File: config.mk
export PLATFORM = sky130hd
export DESIGN_NAME = idc_dma_ctrl
export DESIGN_NICKNAME = d
export VERILOG_FILES = /design/src/logic/idc_pkg.sv /design/src/logic/idc_dma_ctrl.sv
export SDC_FILE = /design/constraint.sdc
export NUM_CORES = 1
export LEC_CHECK = 0
export BUFFER_PORTS_ARGS = -buffer_cell sky130_fd_sc_hd__buf_2
export CORE_MARGIN = 5
export CORE_UTILIZATION = 32
export CTS_CLUSTER_SIZE = 16
export DETAILED_ROUTE_END_ITERATION = 7
export PLACE_DENSITY_LB_ADDON = 0.3
export SLEW_MARGIN = 10
export SYNTH_ARGS = -nofsm -noshare
export SYNTH_HDL_FRONTEND = slang
export SYNTH_SLANG_ARGS = --single-unit
File: constraint.sdc
create_clock -name clk_sys_i -period 6.44 [get_ports clk_sys_i]
set_input_delay 0.966 -clock clk_sys_i [delete_from_list [all_inputs] [get_ports clk_sys_i]]
set_output_delay 0.966 -clock clk_sys_i [all_outputs]
set_load 0.01 [all_outputs]
File: src/logic/idc_pkg.sv
// Purpose: Shared constants and types for the four-channel DMA controller
// Assumes: Byte-wide I/O port, one system clock
// Notes:   Offsets are port addresses within the controller's 32-port window
package idc_pkg;

  // ******************************
  // Port map
  // ******************************
  localparam logic [4:0] ADDR_CMD      = 5'h08; // Command, read and write
  localparam logic [4:0] ADDR_REQ      = 5'h09; // Software request
  localparam logic [4:0] ADDR_MASK1    = 5'h0a; // Single mask bit write
  localparam logic [4:0] ADDR_MODE     = 5'h0b; // Four mode registers
  localparam logic [4:0] ADDR_CLR_PTR  = 5'h0c; // Clear byte pointer
  localparam logic [4:0] ADDR_MCLR     = 5'h0d; // Master clear
  localparam logic [4:0] ADDR_CLR_MASK = 5'h0e; // Clear all mask bits
  localparam logic [4:0] ADDR_STATUS   = 5'h10; // Status, read
  localparam logic [4:0] ADDR_SET_PTR  = 5'h11; // Set byte pointer
  localparam logic [4:0] ADDR_CLR_MCNT = 5'h12; // Clear mode read counter
  localparam logic [4:0] ADDR_WCNT0    = 5'h01; // Channel 0 word count
  localparam logic [4:0] ADDR_CHAN_TOP = 5'h07; // Last address/count port

  // ******************************
  // Fields and reset values
  // ******************************
  localparam int CMD_DIS      = 2;
  localparam int CMD_ROT      = 4;
  localparam int CMD_EXTW     = 5;
  localparam int CMD_DRQ_LO   = 6;
  localparam int CMD_DACK_HI  = 7;
  localparam logic [7:0] CMD_USED_MASK = 8'hf4;
  localparam logic [7:0] CMD_RST       = 8'h00;
  localparam logic [3:0] MASK_RST      = 4'hf;
  localparam logic [5:0] MODE_RST      = 6'h00;
  localparam int MODE_XFER_LSB  = 2;
  localparam int MODE_AUTO      = 4;
  localparam int MODE_DIR       = 5;
  localparam int MODE_STYLE_LSB = 6;
  localparam int REQ_VAL        = 2;

  typedef enum logic [1:0] {
    XT_VERIFY = 2'h0,
    XT_WRITE  = 2'h1,
    XT_READ   = 2'h2,
    XT_UNUSED = 2'h3
  } idc_xfer_type;

  typedef enum logic [1:0] {
    SS_DEMAND  = 2'h0,
    SS_SINGLE  = 2'h1,
    SS_BLOCK   = 2'h2,
    SS_CASCADE = 2'h3
  } idc_style_type;

  // Gray along idle, S1, S2, S3, S4; cascade hold off the path
  typedef enum logic [2:0] {
    ST_IDLE = 3'h0,
    ST_S1   = 3'h1,
    ST_S2   = 3'h3,
    ST_S3   = 3'h2,
    ST_S4   = 3'h6,
    ST_CASC = 3'h4
  } idc_state_type;

  typedef struct packed {
    logic       rd;
    logic       wr;
    logic [4:0] addr;
    logic [7:0] wdata;
  } idc_io_req_type;

  typedef struct packed {
    logic mem_rd;
    logic mem_wr;
    logic dev_rd;
    logic dev_wr;
  } idc_strobe_type;

endpackage

File: src/logic/idc_dma_ctrl.sv
// Purpose: Four-channel DMA controller, registers and transfer sequencer
// Assumes: I/O strobes are one-cycle pulses on clk_sys_i; request pins async
// Notes:   Single cycle, block, demand and cascade service styles
//
// Operation
// RQ1 - Each channel transfers count plus one words, decrementing until wrap to all ones.
// RQ2 - On wrap pulse terminal count, then mask channel, or reload when auto-init.
// RQ3 - Writing current word count also loads base count, restored on auto-init.
// RQ4 - Address steps once per transfer, reloaded from base address on auto-init.
// RQ5 - Command register is read/write, cleared by reset or master clear.
// RQ6 - Command bit 2 disables the controller; no new cycles start.
// RQ7 - Command bit 4 selects rotating priority, otherwise fixed priority.
// RQ8 - Command bit 5 starts the write strobe early, in S2 with read.
// RQ9 - Bit 6 makes requests active low; bit 7 makes acknowledges active high.
// RQ10 - Mode registers share one port; bits 1:0 pick the channel.
// RQ11 - Mode reads return channels 0 to 3 in turn via a clearable counter.
// RQ12 - Mode bits 3:2 pick verify, write or read transfers.
// RQ13 - Mode bit 4 enables auto-initialization.
// RQ14 - Mode bits 7:6 pick demand, single, block or cascade service.
// RQ15 - Software requests bypass the mask; reset clears them all.
// RQ16 - Request write: bits 1:0 pick channel, bit 2 gives the value.
// RQ17 - Status bits 3:0 flag terminal count; cleared by reset or status read.
// RQ18 - Status bits 7:4 show raw external requests, cleared when they drop.
// RQ19 - Special commands fire on read or write; data is ignored.
// RQ20 - Clear or set byte pointer aims next access at low or high byte.
// RQ21 - Byte pointer toggles after each address or count byte access.
// RQ22 - Master clear resets like hardware reset and sets all mask bits; channel, mode and priority registers keep their values.
// RQ23 - Clear-mask command clears all four mask bits.
// RQ24 - Host disables the controller before reprogramming channels.
`timescale 1ns/1ns
module idc_dma_ctrl (
  input  wire logic                    clk_sys_i,
  input  wire logic                    rst_i,
  input  wire logic                    ce_i,
  input  wire idc_pkg::idc_io_req_type io_req_i,
  output logic [7:0]                   io_rdata_o,
  input  wire logic [3:0]              drq_pin_i,
  output logic [3:0]                   dack_o,
  output logic                         tc_o,
  output logic [15:0]                  xfer_addr_o,
  output idc_pkg::idc_strobe_type      strobe_o
);

  // ******************************
  // Storage
  // ******************************
  logic [15:0]            cur_addr_r [4];
  logic [15:0]            base_addr_r [4];
  logic [15:0]            cur_cnt_r [4];
  logic [15:0]            base_cnt_r [4];
  logic [5:0]             mode_r [4];
  logic [7:0]             cmd_r;
  logic [3:0]             mask_r;
  logic [3:0]             sw_req_r;
  logic [3:0]             tc_flag_r;
  logic                   ptr_hi_r;
  logic [1:0]             mode_cnt_r;
  logic [1:0]             chan_r;
  logic [1:0]             last_r;
  logic [7:0]             rdata_r;
  logic [3:0]             drq_meta_r;
  logic [3:0]             drq_sync_r;
  idc_pkg::idc_state_type state_r;
  idc_pkg::idc_state_type state_nxt;

  // ******************************
  // Bus decode
  // ******************************
  wire       acc        = io_req_i.rd | io_req_i.wr;
  wire [4:0] a          = io_req_i.addr;
  wire [7:0] wd         = io_req_i.wdata;
  wire       chan_acc   = acc & (a <= idc_pkg::ADDR_CHAN_TOP);
  wire       is_cnt     = a[0];
  wire [1:0] acc_ch     = a[2:1];
  wire       wr_chan    = io_req_i.wr & chan_acc;
  wire       wr_cmd     = io_req_i.wr & (a == idc_pkg::ADDR_CMD);
  wire       wr_req     = io_req_i.wr & (a == idc_pkg::ADDR_REQ);
  wire       wr_mask1   = io_req_i.wr & (a == idc_pkg::ADDR_MASK1);
  wire       wr_mode    = io_req_i.wr & (a == idc_pkg::ADDR_MODE);
  wire       rd_mode    = io_req_i.rd & (a == idc_pkg::ADDR_MODE);
  wire       rd_status  = io_req_i.rd & (a == idc_pkg::ADDR_STATUS);
  // Special commands react to either strobe, data unused
  wire       cmd_clrptr = acc & (a == idc_pkg::ADDR_CLR_PTR);  // RQ19
  wire       cmd_setptr = acc & (a == idc_pkg::ADDR_SET_PTR);  // RQ19
  wire       cmd_mclr   = acc & (a == idc_pkg::ADDR_MCLR);     // RQ19
  wire       cmd_clrmsk = acc & (a == idc_pkg::ADDR_CLR_MASK); // RQ19
  wire       cmd_clrmcn = acc & (a == idc_pkg::ADDR_CLR_MCNT); // RQ19

  // Write fields of a mode byte
  wire       mode_chan_sel_hi = wd[1];
  wire       mode_chan_sel_lo = wd[0];
  wire [1:0] mode_chan        = {mode_chan_sel_hi, mode_chan_sel_lo}; // RQ10

  // Fields of the active channel's mode
  wire [5:0] act_mode         = mode_r[chan_r];
  wire       xfer_type_hi     = act_mode[idc_pkg::MODE_XFER_LSB - 1];
  wire       xfer_type_lo     = act_mode[idc_pkg::MODE_XFER_LSB - 2];
  wire       service_style_hi = act_mode[idc_pkg::MODE_STYLE_LSB - 1];
  wire       service_style_lo = act_mode[idc_pkg::MODE_STYLE_LSB - 2];
  wire       act_auto         = act_mode[idc_pkg::MODE_AUTO - 2];
  wire       act_dec          = act_mode[idc_pkg::MODE_DIR - 2];
  wire idc_pkg::idc_xfer_type  act_xt = idc_pkg::idc_xfer_type'({xfer_type_hi, xfer_type_lo});    // RQ12
  wire idc_pkg::idc_style_type act_ss = idc_pkg::idc_style_type'({service_style_hi, service_style_lo}); // RQ14

  // ******************************
  // Requests and arbitration
  // ******************************
  // Polarity applied after the synchroniser, never to the first stage
  wire [3:0] ext_req  = cmd_r[idc_pkg::CMD_DRQ_LO] ? ~drq_sync_r : drq_sync_r; // RQ9
  wire [3:0] eff_req  = (ext_req & ~mask_r) | sw_req_r;                        // RQ15
  wire [1:0] prio_lo  = cmd_r[idc_pkg::CMD_ROT] ? 2'(last_r + 2'h1) : 2'h0;    // RQ7
  wire       dis      = cmd_r[idc_pkg::CMD_DIS];
  wire       act_req  = eff_req[chan_r];
  wire       last_xfr = (cur_cnt_r[chan_r] == 16'h0000);                       // RQ1
  wire       tc_now   = (state_r == idc_pkg::ST_S4) & last_xfr;

  logic [1:0] win_ch;
  logic       win_any;

  // Scan down from the lowest-priority channel to the base; last asserted wins
  always_comb begin
    logic [1:0] idx;
    idx     = 2'h0;
    win_ch  = 2'h0;
    win_any = 1'b0;
    for (int i = 3; i >= 0; i--) begin
      idx = 2'(prio_lo + 2'(i));
      if (eff_req[idx]) begin
        win_ch  = idx;
        win_any = 1'b1;
      end
    end
  end

  // ******************************
  // Sequencer
  // ******************************
  // Next state; disable only gates new starts and block or demand continuation
  always_comb begin
    state_nxt = state_r;
    unique case (state_r)
      idc_pkg::ST_IDLE: begin
        if (!dis && win_any) begin // RQ6
          state_nxt = idc_pkg::ST_S1;
        end
      end
      idc_pkg::ST_S1: begin
        if (act_ss == idc_pkg::SS_CASCADE) begin // RQ14
          state_nxt = idc_pkg::ST_CASC;
        end else begin
          state_nxt = idc_pkg::ST_S2;
        end
      end
      idc_pkg::ST_S2:   state_nxt = idc_pkg::ST_S3;
      idc_pkg::ST_S3:   state_nxt = idc_pkg::ST_S4;
      idc_pkg::ST_S4: begin
        state_nxt = idc_pkg::ST_IDLE;
        if (!dis && !last_xfr) begin
          if (act_ss == idc_pkg::SS_BLOCK) begin // RQ14
            state_nxt = idc_pkg::ST_S1;
          end else if (act_ss == idc_pkg::SS_DEMAND && act_req) begin // RQ14
            state_nxt = idc_pkg::ST_S1;
          end
        end
      end
      idc_pkg::ST_CASC: begin
        if (!act_req) begin
          state_nxt = idc_pkg::ST_IDLE;
        end
      end
      default: state_nxt = idc_pkg::ST_IDLE;
    endcase
  end

  // State, grant and synchroniser
  always_ff @(posedge clk_sys_i) begin
    if (rst_i) begin
      state_r    <= idc_pkg::ST_IDLE;
      chan_r     <= 2'h0;
      last_r     <= 2'h3;
      drq_meta_r <= 4'h0;
      drq_sync_r <= 4'h0;
    end else if (ce_i) begin
      drq_meta_r <= drq_pin_i;
      drq_sync_r <= drq_meta_r;
      // Master clear drops any cycle in progress and idles
      state_r    <= cmd_mclr ? idc_pkg::ST_IDLE : state_nxt; // RQ22
      if (state_r == idc_pkg::ST_IDLE && state_nxt == idc_pkg::ST_S1) begin
        chan_r <= win_ch;
        last_r <= win_ch; // RQ7
      end
    end
  end

  // ******************************
  // Channel registers
  // ******************************
  // CPU writes load byte halves; sequencer steps at S4
  always_ff @(posedge clk_sys_i) begin
    if (rst_i) begin
      for (int c = 0; c < 4; c++) begin
        cur_addr_r[c]  <= 16'h0000;
        base_addr_r[c] <= 16'h0000;
        cur_cnt_r[c]   <= 16'h0000;
        base_cnt_r[c]  <= 16'h0000;
        mode_r[c]      <= idc_pkg::MODE_RST;
      end
    end else if (ce_i) begin
      if (state_r == idc_pkg::ST_S4) begin
        if (last_xfr && act_auto) begin // RQ13
          cur_addr_r[chan_r] <= base_addr_r[chan_r]; // RQ4
          cur_cnt_r[chan_r]  <= base_cnt_r[chan_r];  // RQ3
        end else begin
          cur_cnt_r[chan_r]  <= cur_cnt_r[chan_r] - 16'h0001; // RQ1
          cur_addr_r[chan_r] <= act_dec ? cur_addr_r[chan_r] - 16'h0001
                                        : cur_addr_r[chan_r] + 16'h0001; // RQ4
        end
      end
      if (wr_chan && is_cnt) begin
        if (ptr_hi_r) begin
          cur_cnt_r[acc_ch][15:8]  <= wd;
          base_cnt_r[acc_ch][15:8] <= wd; // RQ3
        end else begin
          cur_cnt_r[acc_ch][7:0]   <= wd;
          base_cnt_r[acc_ch][7:0]  <= wd; // RQ3
        end
      end
      if (wr_chan && !is_cnt) begin
        if (ptr_hi_r) begin
          cur_addr_r[acc_ch][15:8]  <= wd;
          base_addr_r[acc_ch][15:8] <= wd;
        end else begin
          cur_addr_r[acc_ch][7:0]   <= wd;
          base_addr_r[acc_ch][7:0]  <= wd;
        end
      end
      if (wr_mode) begin
        mode_r[mode_chan] <= wd[7:2]; // RQ10
      end
    end
  end

  // ******************************
  // Control and status registers
  // ******************************
  // Master clear mirrors reset for everything it names
  always_ff @(posedge clk_sys_i) begin
    if (rst_i) begin
      cmd_r      <= idc_pkg::CMD_RST;
      mask_r     <= idc_pkg::MASK_RST;
      sw_req_r   <= 4'h0;
      tc_flag_r  <= 4'h0;
      ptr_hi_r   <= 1'b0;
      mode_cnt_r <= 2'h0;
    end else if (ce_i) begin
      if (cmd_mclr) begin
        cmd_r      <= idc_pkg::CMD_RST;  // RQ22 RQ5
        mask_r     <= idc_pkg::MASK_RST; // RQ22
        sw_req_r   <= 4'h0;              // RQ22
        tc_flag_r  <= 4'h0;              // RQ22 RQ17
        ptr_hi_r   <= 1'b0;              // RQ22
        mode_cnt_r <= 2'h0;              // RQ22
      end else begin
        if (wr_cmd) begin
          cmd_r <= wd & idc_pkg::CMD_USED_MASK; // RQ5
        end
        // Clear-mask first so a terminal count in the same cycle still masks
        if (cmd_clrmsk) begin
          mask_r <= 4'h0; // RQ23
        end
        if (wr_mask1) begin
          mask_r[wd[1:0]] <= wd[idc_pkg::REQ_VAL];
        end
        if (tc_now && !act_auto) begin
          mask_r[chan_r] <= 1'b1; // RQ2
        end
        if (wr_req) begin
          sw_req_r[wd[1:0]] <= wd[idc_pkg::REQ_VAL]; // RQ16
        end
        if (tc_now) begin
          sw_req_r[chan_r] <= 1'b0;
        end
        // A terminal count in the read cycle survives the read clear
        if (rd_status) begin
          tc_flag_r <= 4'h0; // RQ17
        end
        if (tc_now) begin
          tc_flag_r[chan_r] <= 1'b1; // RQ17
        end
        if (cmd_clrptr) begin
          ptr_hi_r <= 1'b0; // RQ20
        end else if (cmd_setptr) begin
          ptr_hi_r <= 1'b1; // RQ20
        end else if (chan_acc) begin
          ptr_hi_r <= ~ptr_hi_r; // RQ21
        end
        if (cmd_clrmcn) begin
          mode_cnt_r <= 2'h0; // RQ11
        end else if (rd_mode) begin
          mode_cnt_r <= 2'(mode_cnt_r + 2'h1); // RQ11
        end
      end
    end
  end

  // ******************************
  // Read data
  // ******************************
  wire [15:0] rd_word   = is_cnt ? cur_cnt_r[acc_ch] : cur_addr_r[acc_ch];
  wire [7:0]  rd_chan   = ptr_hi_r ? rd_word[15:8] : rd_word[7:0];
  wire [7:0]  rd_modeb  = {mode_r[mode_cnt_r], mode_cnt_r}; // RQ11
  wire [7:0]  rd_stat   = {ext_req, tc_flag_r};             // RQ18 RQ17
  wire [7:0]  rd_sel    = chan_acc ? rd_chan :
                          (a == idc_pkg::ADDR_CMD)    ? cmd_r :
                          (a == idc_pkg::ADDR_REQ)    ? {4'h0, sw_req_r} :
                          (a == idc_pkg::ADDR_MODE)   ? rd_modeb :
                          (a == idc_pkg::ADDR_STATUS) ? rd_stat : 8'h00;

  // Read data held until the next read
  always_ff @(posedge clk_sys_i) begin
    if (rst_i) begin
      rdata_r <= 8'h00;
    end else if (ce_i && io_req_i.rd) begin
      rdata_r <= rd_sel;
    end
  end

  // ******************************
  // Outputs
  // ******************************
  // Acknowledge covers S1..S4 and the cascade hold
  wire       busy     = (state_r != idc_pkg::ST_IDLE);
  wire [3:0] dack_act = busy ? (4'h1 << chan_r) : 4'h0;
  wire       in_s2    = (state_r == idc_pkg::ST_S2);
  wire       in_s3    = (state_r == idc_pkg::ST_S3);
  wire       rd_win   = in_s2 | in_s3;
  wire       wr_win   = in_s3 | (in_s2 & cmd_r[idc_pkg::CMD_EXTW]); // RQ8

  assign dack_o           = cmd_r[idc_pkg::CMD_DACK_HI] ? dack_act : ~dack_act; // RQ9
  assign tc_o             = tc_now; // RQ2
  assign xfer_addr_o      = cur_addr_r[chan_r];
  assign io_rdata_o       = rdata_r;
  assign strobe_o.mem_rd  = rd_win & (act_xt == idc_pkg::XT_READ);
  assign strobe_o.dev_wr  = wr_win & (act_xt == idc_pkg::XT_READ);
  assign strobe_o.dev_rd  = rd_win & (act_xt == idc_pkg::XT_WRITE);
  assign strobe_o.mem_wr  = wr_win & (act_xt == idc_pkg::XT_WRITE);

endmodule // idc_dma_ctrl

==> qor.csv, run 1 <==
metric,value,unit
crit_buf_inv,2,
syn_area_per_cell,12.3,um2
multi_input_area,7880,um2
vias,12700,
hpwl,40100,um
cp_slowest_cell,dfxtp_4,
nFillCells,5295,
clock_latency,530,ps
cap_violations,0,
synth-seq-cells,327,
wl,57200,um
relSlewSlack,0.194,
cp_max_fo,24,
end_kind,output port,
grt_antenna_before_repair,1,
mostFrequentLayoutCell,edfxtp_1,
min_period,4940,ps
fp.dieW,245,um
holdPathStages,2,
yosys-top-cells-area,"edfxtp_1 (48%), mux4_2 (15%), dfxtp_1 (5.3%)",
grt_pass1_vias,12500,
ir_worst_vdd,0.176,mV
yosysTopAreaCellShare,0.476,
status,completed,
async_flop_share,0,
ctsResizeCount,0,
final_nets,1496,
fin_worst_skew,18.5,ps
core,54900,um2
final_cells,2185,
drt_pass1_iterations,6,
cp_num_cells,6,
vias_per_cell,5.82,
antenna_cells,0,
final-setup-viol-count,0,
p_leak,6.88,nW
cts_tree,built,
area_growth_syn_to_layout,11.7,%
grt_pass1_wl,84400,um
max_stage_delay,700,ps
ctsHoldBuffers,0,
netlist_instances,1434,
clk_pin_slew,60,ps
drive_gt1_frac,0.182,
fin_setup_tns,0,ps
rows,86,
synth_edf_count,280,
netlist_area,17700,um2
crit_required,5470,ps
place_inst,2122,
place_congestion,0.928,
powerDensity,243,nW/um2
final_cell_mix,"edfxtp_1 (280), nand2_1 (146), nor2_1 (120)",
grt-ovfl-total,0,
whs,494,ps
antenna_left,0,
grt_max_degree,75,
synth-main-ff-cell,edfxtp_1,
tightest_slew,1200,ps
cts_setup_buffers,0,
clock_sinks,327,
fin_util,0.360,
clockRootBuffer,clkbuf_16,
reg2regPathDepth,10,
ioPinCount,55,
startpoint_type,flip-flop,
path_delay_family,simple AND/OR/NAND/NOR gates,
synth_top_area_cell,edfxtp_1,
numCtsBuffers,37,
die_area,60000,um2
criticalPathCategory,flip-flop to output port,
grt_usage,0.186,
ys_seq_area_frac,0.529,
hp-class,flip-flop to flip-flop,
drt_iter0_drc,1337,
fp.dieH,245,um
port_buffers,54,
crit_path_cell_trace,"buf_4, mux4_2, nor4_1, nand3b_1, nor3_1, buf_2",
seqCellArea,9360,um2
arrival,3980,ps
yosysWarnings,0,
grt_setup_unrepaired,no,
cts_max_level,2,
drv_slew,0,
clk_path_buf_depth,3,
drc,0,
hold_viol_final,0,
fmax,202,MHz
wire_per_inst,26.2,um
syn_nets,1473,
synth_cell_types,67,
floorplan.initialDensity,0.322,
fin_crit_sh,0.768,
## final timing paths
kind / from / slack [ps] / end
worst min-delay path: drq_meta_r[1]$_SDFFE_PP0P_ / 490 / drq_meta_r[1]$_SDFFE_PP0P_
worst min register to register: drq_meta_r[1]$_SDFFE_PP0P_ / 490 / drq_meta_r[1]$_SDFFE_PP0P_
worst max register to register: flip-flop / 1900 / cur_addr_r[1][14]$_DFFE_PP_
worst max-delay path: flip-flop / 1500 / tc_o
## worst register-to-register path, stage by stage (launching register included)
cell and delay (ps):
dfxtp_4 700, mux4_2 830, fa_1 510, a21o_1 180
a21o_1 190, a211oi_1 550, o311ai_0 320, a21oi_1 290
o211ai_1 130, mux2i_1 430, o21ai_1 150
## power breakdown
| group | internal [mW] | leakage (nW) | total, mW | switching [mW] |
|---|---|---|---|---|
| Combinational | 0.130 | 3.11 | 0.394 | 0.263 |
| Clock | 1.14 | 0.536 | 1.99 | 0.849 |
| Sequential | 2.37 | 3.24 | 2.41 | 0.0384 |
## area by class of cell
class	instances	area share
clock inverters	15	0.00501
multi-input cells	996	0.399
clock buffers	48	0.0512
flip-flops and latches	327	0.474
repair buffers	78	0.0228
inverters	17	0.00323
well taps	704	0.0446
## synthesized netlist by cell type (all sizes together), types with 14 or more instances
master,number
and2,115
xnor2,18
xor2,15
mux4,117
nand2,147
nand2b,16
a21o,15
nand3,19
ha,16
nor2,121
o21ai,70
or2,14
edfxtp,280
clkbuf,69
o21bai,70
buf,25
inv,16
a21oi,41
mux2i,19
nor3,36
dfxtp,47
## layer usage
layer  vias to the layer above  global-route usage  part of all wire
li1                       5531                   -                 -
met1                      6460               0.260              0.41
met2                       621               0.308              0.48
met3                       100              0.0284             0.079
met4                         0              0.0408             0.024
met5                         -                   0                 0
## flip-flops by register name (all words and copies together) (netlist names), 4 cells and up, named ones only
register and flops:
tc_flag_r 4, sw_req_r 4, mask_r 4, drq_sync_r 4
cmd_r 5, cur_addr_r 64, drq_meta_r 4, cur_cnt_r 64
base_cnt_r 64, base_addr_r 64, io_rdata_o 8, mode_r 24
## stage by stage
stage | power, mW | worst slack, ps | area [um2]
after floorplan | 2.68 | 1400 | 17700
after global placement | 2.83 | 1780 | 18600
after detailed placement | 2.84 | 1480 | 18600
after CTS | 4.81 | 1490 | 19700
after global routing | 4.93 | 1260 | 19700
final | 4.79 | 1500 | 19700
## cells by family after synthesis
kind of cell	Yosys count	synth area share
and+or+nand+nor	517	0.144
DFF	327	0.529
AOI/OAI and AO/OA	291	0.111
muxes	138	0.161
buffers and inverters	111	0.0258
xor gates and xnor gates	33	0.0164
adders and majority gates	17	0.0125
No activity file was read; power rests on OpenSTA's default activity.
==> run 2: changes to the inputs <==
==> constraint.sdc (replaced) <==
create_clock -name clk_sys_i -period 4.4 [get_ports clk_sys_i]
set_input_delay 0.66 -clock clk_sys_i [delete_from_list [all_inputs] [get_ports clk_sys_i]]
set_output_delay 0.66 -clock clk_sys_i [all_outputs]
set_load 0.01 [all_outputs]
==> qor.csv, run 2 (synthesized netlist as in run 1, its figures left out) <==
metric,value,unit
status,completed,
nFillCells,5295,
ir_worst_vdd,0.223,mV
grt_usage,0.189,
p_seq_frac,0.497,
switching_share,0.242,
r2r_setup_slack,420,ps
p_leak,7.12,nW
rr_endpoint,cur_addr_r[0][14]$_DFFE_PP_,
crit_path_end,tc_o,
relSlewSlack,0.312,
cap_violations,0,
cts_max_level,2,
grt-ovfl-total,0,
p_int,5.36,mW
hpwl,40500,um
die_area,60000,um2
seqCellArea,9360,um2
area_growth_syn_to_layout,14.0,%
drv_slew,0,
numCtsBuffers,39,
cp_max_fo,37,
clockRootBuffer,clkbuf_16,
reg2regPathDepth,11,
place_congestion,0.944,
crit_required,3740,ps
final_cell_mix,"edfxtp_1 (280), nand2_1 (146), nor2_1 (120)",
dp_slack,452,ps
clock_latency,550,ps
grt_antenna_before_repair,0,
setup_ws,333,ps
fin_worst_skew,17.4,ps
floorplan.initialDensity,0.322,
fmax,246,MHz
startpoint_type,flip-flop,
grt_pass1_vias,12700,
cts_setup_buffers,0,
crit_path_cell_trace,"buf_12, mux4_2, nor4_2, nand3b_1, buf_4, nor3_1, buf_2",
port_buffers,54,
final_nets,1538,
vias,12800,
tightest_slew,1030,ps
combPwrFrac,0.084,
wire_per_inst,25.8,um
max_stage_delay,620,ps
fin_setup_tns,0,ps
fp.dieW,245,um
grt_max_degree,60,
drt_pass1_iterations,5,
hp-class,input pin to flip-flop,
switchingPower,1.71,mW
grt_pass1_wl,85500,um
power,7.08,mW
mostFrequentLayoutCell,edfxtp_1,
wl,57600,um
end_kind,output port,
cts_tree,built,
power.share.clock,0.419,
clk_pin_slew,60,ps
antenna_cells,0,
multi_input_area,7880,um2
fp.dieH,245,um
hold_viol_final,0,
final-setup-viol-count,0,
drive_gt1_frac,0.206,
powerDensity,352,nW/um2
vias_per_cell,5.76,
grt_setup_unrepaired,no,
drc,0,
rows,86,
core,54900,um2
ctsHoldBuffers,0,
min_period,4070,ps
fin_util,0.367,
clock_sinks,327,
drt_iter0_drc,1593,
cp_slowest_cell,mux4_2,
arrival,3410,ps
antenna_left,0,
ioPinCount,55,
fin_crit_sh,0.924,
criticalPathCategory,flip-flop to output port,
ctsResizeCount,0,
clk_path_buf_depth,3,
-- run 2: cell types whose count changed in the layout (fill, tap and decap cells not counted), moves of 2 or more --
cell	change
buf_12	+5
buf_4	+35
clkbuf_1	+3
clkbuf_16	+2
clkinv_1	-2
clkinv_2	+4
o21ai_0	+2
o21ai_1	-2
-- run 2: metal layers --
| layer | up-vias | routed length (um) | global-route usage |
|---|---|---|---|
| met4 | 0 | 1630 | 0.0554 |
| met2 | 643 | 27300 | 0.310 |
| met5 | - | 0 | 0 |
| met3 | 114 | 4620 | 0.0341 |
| met1 | 6479 | 24100 | 0.258 |
| li1 | 5609 | - | - |
-- run 2: power by group through the flow --
stage | logic, mW | clock network [mW] | registers, mW
6_report | 0.593 | 2.97 | 3.52
5_1_grt | 0.626 | 3.13 | 3.53
4_1_cts | 0.589 | 3.00 | 3.52
3_5_place_dp | 0.586 | 0 | 3.58
3_3_place_gp | 0.586 | 0 | 3.58
2_1_floorplan | 0.362 | 0 | 3.56
-- run 2: worst min path at each step --
| stage | from | end | slack [ps] | cells past startpoint |
|---|---|---|---|---|
| 2_1_floorplan | tc_flag_r[3]$_SDFFE_PP0P_ | tc_flag_r[3]$_SDFFE_PP0P_ | 450 | 2 |
| 3_3_place_gp | tc_flag_r[3]$_SDFFE_PP0P_ | tc_flag_r[3]$_SDFFE_PP0P_ | 470 | 2 |
| 3_5_place_dp | io_rdata_o[6]$_SDFFE_PP0P_ | io_rdata_o[6]$_SDFFE_PP0P_ | 480 | 2 |
| 4_1_cts | drq_pin_i[0] | drq_meta_r[0]$_SDFFE_PP0P_ | 340 | 3 |
| 5_1_grt | drq_pin_i[0] | drq_meta_r[0]$_SDFFE_PP0P_ | 370 | 3 |
| 6_report | drq_pin_i[0] | drq_meta_r[0]$_SDFFE_PP0P_ | 360 | 3 |
-- run 2: per-stage QoR --
stage	std cells	instance area, um2	hold slack [ps]
2_1_floorplan	1434	17700	455
3_3_place_gp	2162	19000	474
3_5_place_dp	2162	19000	479
4_1_cts	2229	20100	340
5_1_grt	2229	20100	372
6_report	2229	20100	355
-- run 2: critical path: cells and delay by family, from the launching register on --
family | cells | cell delay (ps)
buf+inv | 3 | 760
simple gates | 3 | 980
flops | 1 | 490
mux | 1 | 620
-- run 2: cell type report --
type | instances | area share
sequential | 327 | 0.465
tap | 704 | 0.0438
timing repair buffer | 118 | 0.0404
clock inverter | 14 | 0.00317
multi-input combinational | 996 | 0.392
clock buffer | 53 | 0.0532
inverter | 17 | 0.00317
